--- src/logic/ulpi_link_pkg.sv ---
// Purpose: Shared constants and types for the transceiver link logic.
// Assumes: System clock of 50 MHz; the link clock is sampled, not used as a clock.
// Notes: Speed codes are local encodings for the speed select ports.
`default_nettype none
package ulpi_link_pkg;
    localparam int DATA_W = 8;
    localparam int FIFO_DEPTH = 32;
    localparam int SYNC_W = 11;
    localparam logic [7:0] IDLE_BYTE = 8'h00;
    localparam logic [1:0] SPD_HS = 2'h0;
    localparam logic [1:0] SPD_FS = 2'h1;
    localparam logic [1:0] SPD_LS = 2'h2;
    // Bit positions inside the synchroniser word.
    localparam int SB_CLK = 10;
    localparam int SB_DIR = 9;
    localparam int SB_NXT = 8;

    typedef enum logic [4:0] {
        ST_IDLE = 5'b00001,
        ST_TX = 5'b00010,
        ST_STOP = 5'b00100,
        ST_RX = 5'b01000,
        ST_TURN = 5'b10000
    } link_state_e;

    typedef struct packed {
        logic last;
        logic [DATA_W-1:0] data;
    } tx_word_s;

    typedef struct packed {
        logic [SYNC_W-1:0] s1;
        logic [SYNC_W-1:0] s2;
        logic [SYNC_W-1:0] s3;
        logic clk_lvl;
        link_state_e st;
        logic [DATA_W-1:0] data;
        logic oe_n;
        logic stp;
        logic cur_last;
        logic hold_v;
        tx_word_s hold;
        logic req_pend;
        logic [DATA_W-1:0] rx_data;
        logic rx_valid;
        logic rx_active;
        logic bidir;
        logic [1:0] speed;
    } link_state_s;
endpackage
`default_nettype wire

--- src/logic/ulpi_link.sv ---
// Purpose: Link-side controller logic of the 8-bit SDR transceiver interface.
// Assumes: All transceiver pins (clock, direction, next, data) arrive asynchronously and pass a three-stage synchroniser.
// Notes: A 32-word transmit FIFO decouples the user stream from the link.
`default_nettype none

module tx_fifo #(
    parameter int WIDTH = 9,
    parameter int DEPTH = 32
) (
    input wire logic clk_sys_i,
    input wire logic srst_i,
    input wire logic in_valid_i,
    input wire logic [WIDTH-1:0] in_data_i,
    output logic in_ready_o,
    output logic out_valid_o,
    output logic [WIDTH-1:0] out_data_o,
    input wire logic out_ready_i
);
    localparam int AW = $clog2(DEPTH);
    typedef struct packed {
        logic [AW-1:0] wr;
        logic [AW-1:0] rd;
        logic [AW:0] cnt;
        logic rdy;
    } fifo_state_s;
    fifo_state_s r_reg, r_next;
    logic [WIDTH-1:0] mem [DEPTH];
    logic push, pop;

    assign push = in_valid_i && r_reg.rdy;
    assign pop = out_ready_i && (r_reg.cnt != '0);
    assign in_ready_o = r_reg.rdy;
    assign out_valid_o = (r_reg.cnt != '0);
    assign out_data_o = mem[r_reg.rd];

    always_comb begin
        r_next = r_reg;
        if (push) begin
            r_next.wr = r_reg.wr + 1'b1;
        end
        if (pop) begin
            r_next.rd = r_reg.rd + 1'b1;
        end
        r_next.cnt = r_reg.cnt + (AW+1)'(push) - (AW+1)'(pop);
        // Ready is registered so the user port sees a flop; this costs one free slot.
        r_next.rdy = (r_next.cnt < (AW+1)'(DEPTH - 1));
    end

    always_ff @(posedge clk_sys_i) begin
        if (srst_i) begin
            r_reg <= '0;
        end else begin
            r_reg <= r_next;
        end
        if (push) begin
            mem[r_reg.wr] <= in_data_i;
        end
    end
endmodule

module ulpi_link #(
    parameter int FIFO_DEPTH = ulpi_link_pkg::FIFO_DEPTH
) (
    input wire logic clk_sys_i,
    input wire logic srst_i,
    input wire logic link_clk_i,
    input wire logic bus_dir_i,
    input wire logic next_byte_i,
    input wire logic [7:0] link_data_i,
    output logic [7:0] link_data_o,
    output logic link_data_oe_n_o,
    output logic stop_o,
    input wire logic bidir_i,
    input wire logic role_host_i,
    input wire logic [1:0] speed_req_i,
    output logic [1:0] speed_o,
    input wire logic tx_valid_i,
    input wire logic [7:0] tx_data_i,
    input wire logic tx_last_i,
    output logic tx_ready_o,
    input wire logic rd_req_i,
    output logic [7:0] rx_data_o,
    output logic rx_valid_o,
    output logic rx_active_o
);
    ulpi_link_pkg::link_state_s r, n;
    ulpi_link_pkg::tx_word_s f_in, f_out;
    logic f_valid, f_ready;
    logic evt, dir_q, nxt_q, release_next;
    logic [7:0] din_q;

    assign f_in.last = tx_last_i;
    assign f_in.data = tx_data_i;

    tx_fifo #(
        .WIDTH($bits(ulpi_link_pkg::tx_word_s)),
        .DEPTH(FIFO_DEPTH)
    ) u_fifo (
        .clk_sys_i(clk_sys_i),
        .srst_i(srst_i),
        .in_valid_i(tx_valid_i),
        .in_data_i(f_in),
        .in_ready_o(tx_ready_o),
        .out_valid_o(f_valid),
        .out_data_o(f_out),
        .out_ready_i(f_ready)
    );

    // A link clock edge counts only once stages two and three agree.
    assign evt = r.s2[ulpi_link_pkg::SB_CLK] && r.s3[ulpi_link_pkg::SB_CLK] && !r.clk_lvl;
    assign dir_q = r.s3[ulpi_link_pkg::SB_DIR];
    assign nxt_q = r.s3[ulpi_link_pkg::SB_NXT];
    assign din_q = r.s3[7:0];
    assign f_ready = !r.hold_v;

    always_comb begin
        n = r;
        n.s1 = {link_clk_i, bus_dir_i, next_byte_i, link_data_i};
        n.s2 = r.s1;
        n.s3 = r.s2;
        if (r.s2[ulpi_link_pkg::SB_CLK] == r.s3[ulpi_link_pkg::SB_CLK]) begin
            n.clk_lvl = r.s3[ulpi_link_pkg::SB_CLK];
        end
        n.rx_valid = 1'b0;
        n.bidir = bidir_i;
        // Prefetch one byte so the next one is ready at the accepting edge.
        if (!r.hold_v && f_valid) begin
            n.hold_v = 1'b1;
            n.hold = f_out;
        end
        if (rd_req_i) begin
            n.req_pend = 1'b1;
        end
        if (evt) begin
            n.stp = 1'b0;
            if (dir_q) begin
                // Bus released when bidirectional; a running transmit is aborted by the transceiver.
                n.st = ulpi_link_pkg::ST_RX;
                n.data = ulpi_link_pkg::IDLE_BYTE;
                n.rx_active = 1'b1;
                if (nxt_q && r.st == ulpi_link_pkg::ST_RX) begin
                    n.rx_data = din_q;
                    n.rx_valid = 1'b1;
                end
            end else begin
                n.rx_active = 1'b0;
                case (r.st)
                    ulpi_link_pkg::ST_IDLE: begin
                        n.data = ulpi_link_pkg::IDLE_BYTE;
                        if (r.hold_v) begin
                            n.st = ulpi_link_pkg::ST_TX;
                            n.data = r.hold.data;
                            n.cur_last = r.hold.last;
                            n.hold_v = 1'b0;
                        end else if (r.req_pend) begin
                            n.stp = 1'b1;
                            n.req_pend = rd_req_i;
                            n.st = ulpi_link_pkg::ST_STOP;
                        end
                    end
                    ulpi_link_pkg::ST_TX: begin
                        if (nxt_q) begin
                            if (r.cur_last) begin
                                n.stp = 1'b1;
                                n.data = ulpi_link_pkg::IDLE_BYTE;
                                n.st = ulpi_link_pkg::ST_STOP;
                            end else if (r.hold_v) begin
                                n.data = r.hold.data;
                                n.cur_last = r.hold.last;
                                n.hold_v = 1'b0;
                            end
                            // On underrun the byte stays presented until refilled.
                        end
                    end
                    ulpi_link_pkg::ST_STOP: begin
                        n.st = ulpi_link_pkg::ST_IDLE;
                        n.data = ulpi_link_pkg::IDLE_BYTE;
                    end
                    ulpi_link_pkg::ST_RX: begin
                        n.st = ulpi_link_pkg::ST_TURN;
                    end
                    ulpi_link_pkg::ST_TURN: begin
                        n.st = ulpi_link_pkg::ST_IDLE;
                        n.data = ulpi_link_pkg::IDLE_BYTE;
                    end
                    default: begin
                        n.st = ulpi_link_pkg::ST_IDLE;
                        n.data = ulpi_link_pkg::IDLE_BYTE;
                    end
                endcase
            end
        end
        // A unidirectional bus has separate lines, so no release is needed.
        release_next = (n.st == ulpi_link_pkg::ST_RX) || (n.st == ulpi_link_pkg::ST_TURN);
        n.oe_n = bidir_i && release_next;
        if (!role_host_i && speed_req_i == ulpi_link_pkg::SPD_LS) begin
            n.speed = ulpi_link_pkg::SPD_FS;
        end else begin
            n.speed = speed_req_i;
        end
    end

    always_ff @(posedge clk_sys_i) begin
        if (srst_i) begin
            r <= '0;
            r.st <= ulpi_link_pkg::ST_IDLE;
            r.oe_n <= 1'b1;
        end else begin
            r <= n;
        end
    end

    assign link_data_o = r.data;
    assign link_data_oe_n_o = r.oe_n;
    assign stop_o = r.stp;
    assign speed_o = r.speed;
    assign rx_data_o = r.rx_data;
    assign rx_valid_o = r.rx_valid;
    assign rx_active_o = r.rx_active;
endmodule
`default_nettype wire

--- config.mk ---
export PLATFORM = sky130hd
export DESIGN_NAME = ulpi_link
export DESIGN_NICKNAME = d
export VERILOG_FILES = /design/src/logic/ulpi_link_pkg.sv /design/src/logic/ulpi_link.sv
export SDC_FILE = /design/constraint.sdc
export NUM_CORES = 1
export LEC_CHECK = 0
export ABC_AREA = 0
export BUFFER_PORTS_ARGS = -buffer_cell sky130_fd_sc_hd__buf_2
export CORE_MARGIN = 1.5
export CORE_UTILIZATION = 61
export DETAILED_ROUTE_END_ITERATION = 12
export PLACE_DENSITY_LB_ADDON = 0.1
export SLEW_MARGIN = 20
export SYNTH_ARGS = -nofsm -noshare
export SYNTH_HDL_FRONTEND = slang
export SYNTH_SLANG_ARGS = --single-unit
--- constraint.sdc ---
create_clock -name clk_sys_i -period 3.7 [get_ports clk_sys_i]
set_input_delay 0.37 -clock clk_sys_i [delete_from_list [all_inputs] [get_ports clk_sys_i]]
set_output_delay 0.37 -clock clk_sys_i [all_outputs]
set_load 0.005 [all_outputs]
==> report_table.html <==
<table>
<tr><th>Metric</th><th>Value</th></tr>
<tr><th colspan="2">CTS</th></tr>
<tr><td>PostCTS Resize Cnt</td><td>0</td></tr>
<tr><td>Clock root buffer</td><td>clkbuf_16</td></tr>
<tr><td>CTS tree</td><td>yes</td></tr>
<tr><td># Post-CTS Setup Buffers</td><td>0</td></tr>
<tr><td>Hold-fix buffer count after cts</td><td>0</td></tr>
<tr><td>Inserted Clock Buffers</td><td>38</td></tr>
<tr><td>H-tree depth</td><td>2</td></tr>
<tr><td>Insertion delay to the later sink of the worst-skew pair</td><td>0.52 ns</td></tr>
<tr><td>Clock sink total</td><td>383</td></tr>
<tr><td>Maximum count of clock buffers along a single path</td><td>3</td></tr>
<tr><td>Clock-pin transition on the worst setup and hold timing paths</td><td>0.06 ns</td></tr>
<tr><th colspan="2">Place</th></tr>
<tr><td>Half-perimeter wire length of the detailed placement result</td><td>18.42 mm</td></tr>
<tr><td>Routability-driven placement congestion ratio</td><td>0.8520</td></tr>
<tr><td>Port bufs</td><td>50</td></tr>
<tr><th colspan="2">Cells and area</th></tr>
<tr><td>Number of flip-flops under the largest register name</td><td>288</td></tr>
<tr><td>Net count of the finished layout</td><td>958</td></tr>
<tr><td>Area Overhead vs Synth</td><td>10.69%</td></tr>
<tr><td>Ant. Diodes</td><td>0</td></tr>
<tr><td>Final core utilization</td><td>0.6916</td></tr>
<tr><td>Proportion of layout cells with a drive suffix above 1</td><td>0.2059</td></tr>
<tr><th colspan="2">Global route</th></tr>
<tr><td>Overall overflow remaining after global route</td><td>0</td></tr>
<tr><td>Number of global-route vias before repair</td><td>7,870</td></tr>
<tr><td>Wire length of the first global-routing pass</td><td>45.46 mm</td></tr>
<tr><td>Overall routing resource usage</td><td>0.2500</td></tr>
<tr><td>Pin count of the biggest net entering global routing</td><td>84</td></tr>
<tr><td>Initial antenna violation count</td><td>0</td></tr>
<tr><th colspan="2">Worst setup path</th></tr>
<tr><td>Signal arrival time at the worst endpoint</td><td>3.10 ns</td></tr>
<tr><td>Reg-to-reg setup timing slack</td><td>a little under 1 ns</td></tr>
<tr><td>R2r startpoint</td><td>u_fifo.r_reg[3]$_SDFF_PP0_</td></tr>
<tr><td>Worst path required time</td><td>between 4 and 5 ns</td></tr>
<tr><td>Highest net fanout along the worst path</td><td>9</td></tr>
<tr><td>Kind of critical path</td><td>flip-flop to flip-flop</td></tr>
<tr><td>Worst Reg-to-Reg Cells</td><td>12</td></tr>
<tr><td>Worst R2R End</td><td>u_fifo.in_ready_o$_SDFF_PP0_</td></tr>
<tr><td>Critical Path Start Type</td><td>flip-flop</td></tr>
<tr><td>Nature of the critical path endpoint</td><td>flip-flop</td></tr>
<tr><th colspan="2">Timing</th></tr>
<tr><td>Tightest hold margin</td><td>around 0.066 ns</td></tr>
<tr><td>Final worst clock skew</td><td>0.009023 ns</td></tr>
<tr><td>Final setup vio count</td><td>0</td></tr>
<tr><td>Clock period minus worst slack</td><td>2.733 ns</td></tr>
<tr><td>Final hold violation count</td><td>0</td></tr>
<tr><td>Maximum achievable frequency</td><td>0.3659 GHz</td></tr>
<tr><td>Setup TNS Final</td><td>0 ns</td></tr>
<tr><td>Final slew viol count</td><td>0</td></tr>
<tr><td>Worst slew slack as a fraction of its limit</td><td>0.3238</td></tr>
<tr><td>RSZ-0062 raised after global routing</td><td>false</td></tr>
<tr><td>Final period util</td><td>0.7387</td></tr>
<tr><td>Worst Tran Pin Value</td><td>0.9888 ns</td></tr>
<tr><th colspan="2">Synth</th></tr>
<tr><td>Fraction of post-synthesis cell area in the top cell type by area</td><td>0.5862</td></tr>
<tr><td>Synthesized instance count</td><td>872</td></tr>
<tr><td>Post-Syn Area</td><td>~15,000 um^2</td></tr>
<tr><td>Net count of the mapped netlist</td><td>915</td></tr>
<tr><td>Most used flip-flop cell after synthesis</td><td>edfxtp_1</td></tr>
<tr><td>Count of distinct cell types in the synthesized netlist</td><td>59</td></tr>
<tr><td>Library cell with the largest summed area after synthesis</td><td>edfxtp_1</td></tr>
<tr><td>Count of state elements after synthesis</td><td>~380</td></tr>
<tr><td>EDFF count, synth</td><td>288</td></tr>
<tr><td>Sequential fraction of the synthesis area</td><td>0.7151</td></tr>
<tr><td>Syn avg cell area</td><td>roughly 17 um^2</td></tr>
<tr><td>Top cells by area, synth</td><td>edfxtp_1, dfxtp_1, mux4_2</td></tr>
<tr><td>Ys async rst share</td><td>0</td></tr>
<tr><td>Yosys synthesis warning count</td><td>0</td></tr>
<tr><th colspan="2">Outcome</th></tr>
<tr><td>Outcome</td><td>finished, final reports clean</td></tr>
<tr><th colspan="2">Worst hold path</th></tr>
<tr><td>Hold WC Path Type</td><td>input pin to flip-flop</td></tr>
<tr><td>Worst min-delay path startpoint</td><td>rd_req_i</td></tr>
<tr><td>Endpoint with the worst hold slack</td><td>r[13]$_SDFF_PP0_</td></tr>
<tr><td>Worst Hold Path Cells</td><td>3</td></tr>
<tr><th colspan="2">Power</th></tr>
<tr><td>Power density cells</td><td>638.4 nW/um^2</td></tr>
<tr><td>Overall power of the completed layout</td><td>10.42 mW</td></tr>
<tr><td>Cell leakage power</td><td>5.468 nW</td></tr>
<tr><td>Worst-case vdd ir drop</td><td>between 400 and 500 uV</td></tr>
<tr><th colspan="2">Job</th></tr>
<tr><td># Max-Cap Violations</td><td>0</td></tr>
<tr><th colspan="2">Floorplanning</th></tr>
<tr><td>Core area</td><td>23,610 um^2</td></tr>
<tr><td>Overall die width</td><td>158.5 um</td></tr>
<tr><td>Row cnt</td><td>56</td></tr>
<tr><td>Die Area</td><td>25,130 um^2</td></tr>
<tr><td>Vert. Die Dim</td><td>158.5 um</td></tr>
<tr><td>Number of primary I/O pins</td><td>51</td></tr>
<tr><td>Effective utilization at floorplan</td><td>0.6248</td></tr>
<tr><th colspan="2">Drt</th></tr>
<tr><td>Total number of vias</td><td>a little under 8,000</td></tr>
<tr><td>Number of detailed-route iterations in the first pass</td><td>5</td></tr>
<tr><td>Via density per instance</td><td>just over 6</td></tr>
<tr><td>1st-iter DRT viols</td><td>around 820</td></tr>
<tr><td>Routed Wire Length</td><td>~30 mm</td></tr>
<tr><td>Final ANT Viol Nets</td><td>0</td></tr>
<tr><td>Average wire per standard cell</td><td>23.75 um</td></tr>
<tr><td>DRC violations left</td><td>0</td></tr>
</table>
synth_stat cells (all sizes together) (9+ instances only):
| cell | instances |
|---|---|
| nor2 | 88 |
| ha | 14 |
| edfxtp | 288 |
| xor2 | 9 |
| inv | 18 |
| nor2b | 41 |
| mux4 | 72 |
| nand2 | 23 |
| buf | 37 |
| nand2b | 9 |
| o22ai | 23 |
| mux2i | 11 |
| clkbuf | 22 |
| dfxtp | 95 |
| o21ai | 15 |
| a21oi | 17 |
metrics by stage:
step           setup slack (ns)  cells  area [um^2]
2_1_floorplan             1.133    872        14750
3_3_place_gp              1.118   1194        15150
3_5_place_dp              1.018   1194        15150
4_1_cts                  0.9968   1261        16330
5_1_grt                  0.7653   1261        16330
6_report                 0.9667   1261        16330
cells in the final DEF, fill, tap and decap left out, types with 4 or more instances in the layout:
master       n
mux4_1       7
o21bai_1     7
clkinv_2     7
nand4_1      7
buf_4       11
o21ai_0     15
edfxtp_1   288
nand2_1     23
o22ai_1     23
xor2_1       9
nor2_1      88
nand2b_1     9
clkbuf_1    11
nand3b_1     4
nand3_1      8
a22o_1       8
a21oi_1     17
nor3_1       6
mux4_2      65
clkbuf_8     5
clkbuf_16   41
buf_2       50
nor2b_1     41
mux2i_1     11
inv_1       18
a2111oi_0    7
dfxtp_1     93
ha_1        14
cell type report:
cell class,instances,area [um^2]
tap,319,399.1
fill,1549,7283
timing repair buffer,62,352.8
inverter,18,67.56
sequential,383,10560
multi-input combinational,412,3772
clock inverter,10,46.29
clock buffer,57,1136
worst max path at each step:
stage	startpoint	to	slack, ns	cells past startpoint
detailed placement	u_fifo.r_reg[4]$_SDFF_PP0_	u_fifo.in_ready_o$_SDFF_PP0_	1.02	14
CTS	u_fifo.r_reg[4]$_SDFF_PP0_	u_fifo.r_reg[6]$_SDFF_PP0_	1.0	12
global placement	u_fifo.r_reg[3]$_SDFF_PP0_	u_fifo.in_ready_o$_SDFF_PP0_	1.12	14
floorplan	u_fifo.r_reg[3]$_SDFF_PP0_	u_fifo.in_ready_o$_SDFF_PP0_	1.13	13
finish	u_fifo.r_reg[3]$_SDFF_PP0_	u_fifo.in_ready_o$_SDFF_PP0_	0.97	12
global route	u_fifo.r_reg[3]$_SDFF_PP0_	u_fifo.in_ready_o$_SDFF_PP0_	0.77	14
where the power goes:
| group | leakage, nW | internal (mW) | switching [mW] |
|---|---|---|---|
| registers | 3.37 | 4.76 | 0.135 |
| logic | 1.51 | 0.931 | 0.970 |
| clock network | 0.586 | 2.12 | 1.51 |
worst max-delay path, cell delays in order, from the launching register on:
cell and delay, ns:
dfxtp_1 0.33, inv_1 0.06, ha_1 0.21, a41oi_2 0.19, buf_4 0.19, ha_1 0.22, inv_1 0.07, ha_1 0.28
a21o_1 0.18, a21oi_1 0.32, o21ai_0 0.13, a311oi_1 0.33, a311oi_1 0.08
layer usage:
metal | wire [um] | vias to the layer above | global-route usage
met5 | 0 | - | 0
met4 | 711 | 0 | 0.06809
met3 | 2118 | 65 | 0.03756
met2 | 15000 | 340 | 0.4236
met1 | 12130 | 3956 | 0.3428
li1 | - | 3433 | -
cell families after synthesis:
group | after synthesis | synth area share
buffers and inverters | 77 | 0.02917
and+or+nand+nor | 201 | 0.06700
adders and majority gates | 15 | 0.01323
xor gates and xnor gates | 12 | 0.007125
AOI/OAI and AO/OA | 101 | 0.04919
DFF | 383 | 0.7151
muxes | 83 | 0.1192
Power figures use the tool's default switching activity.
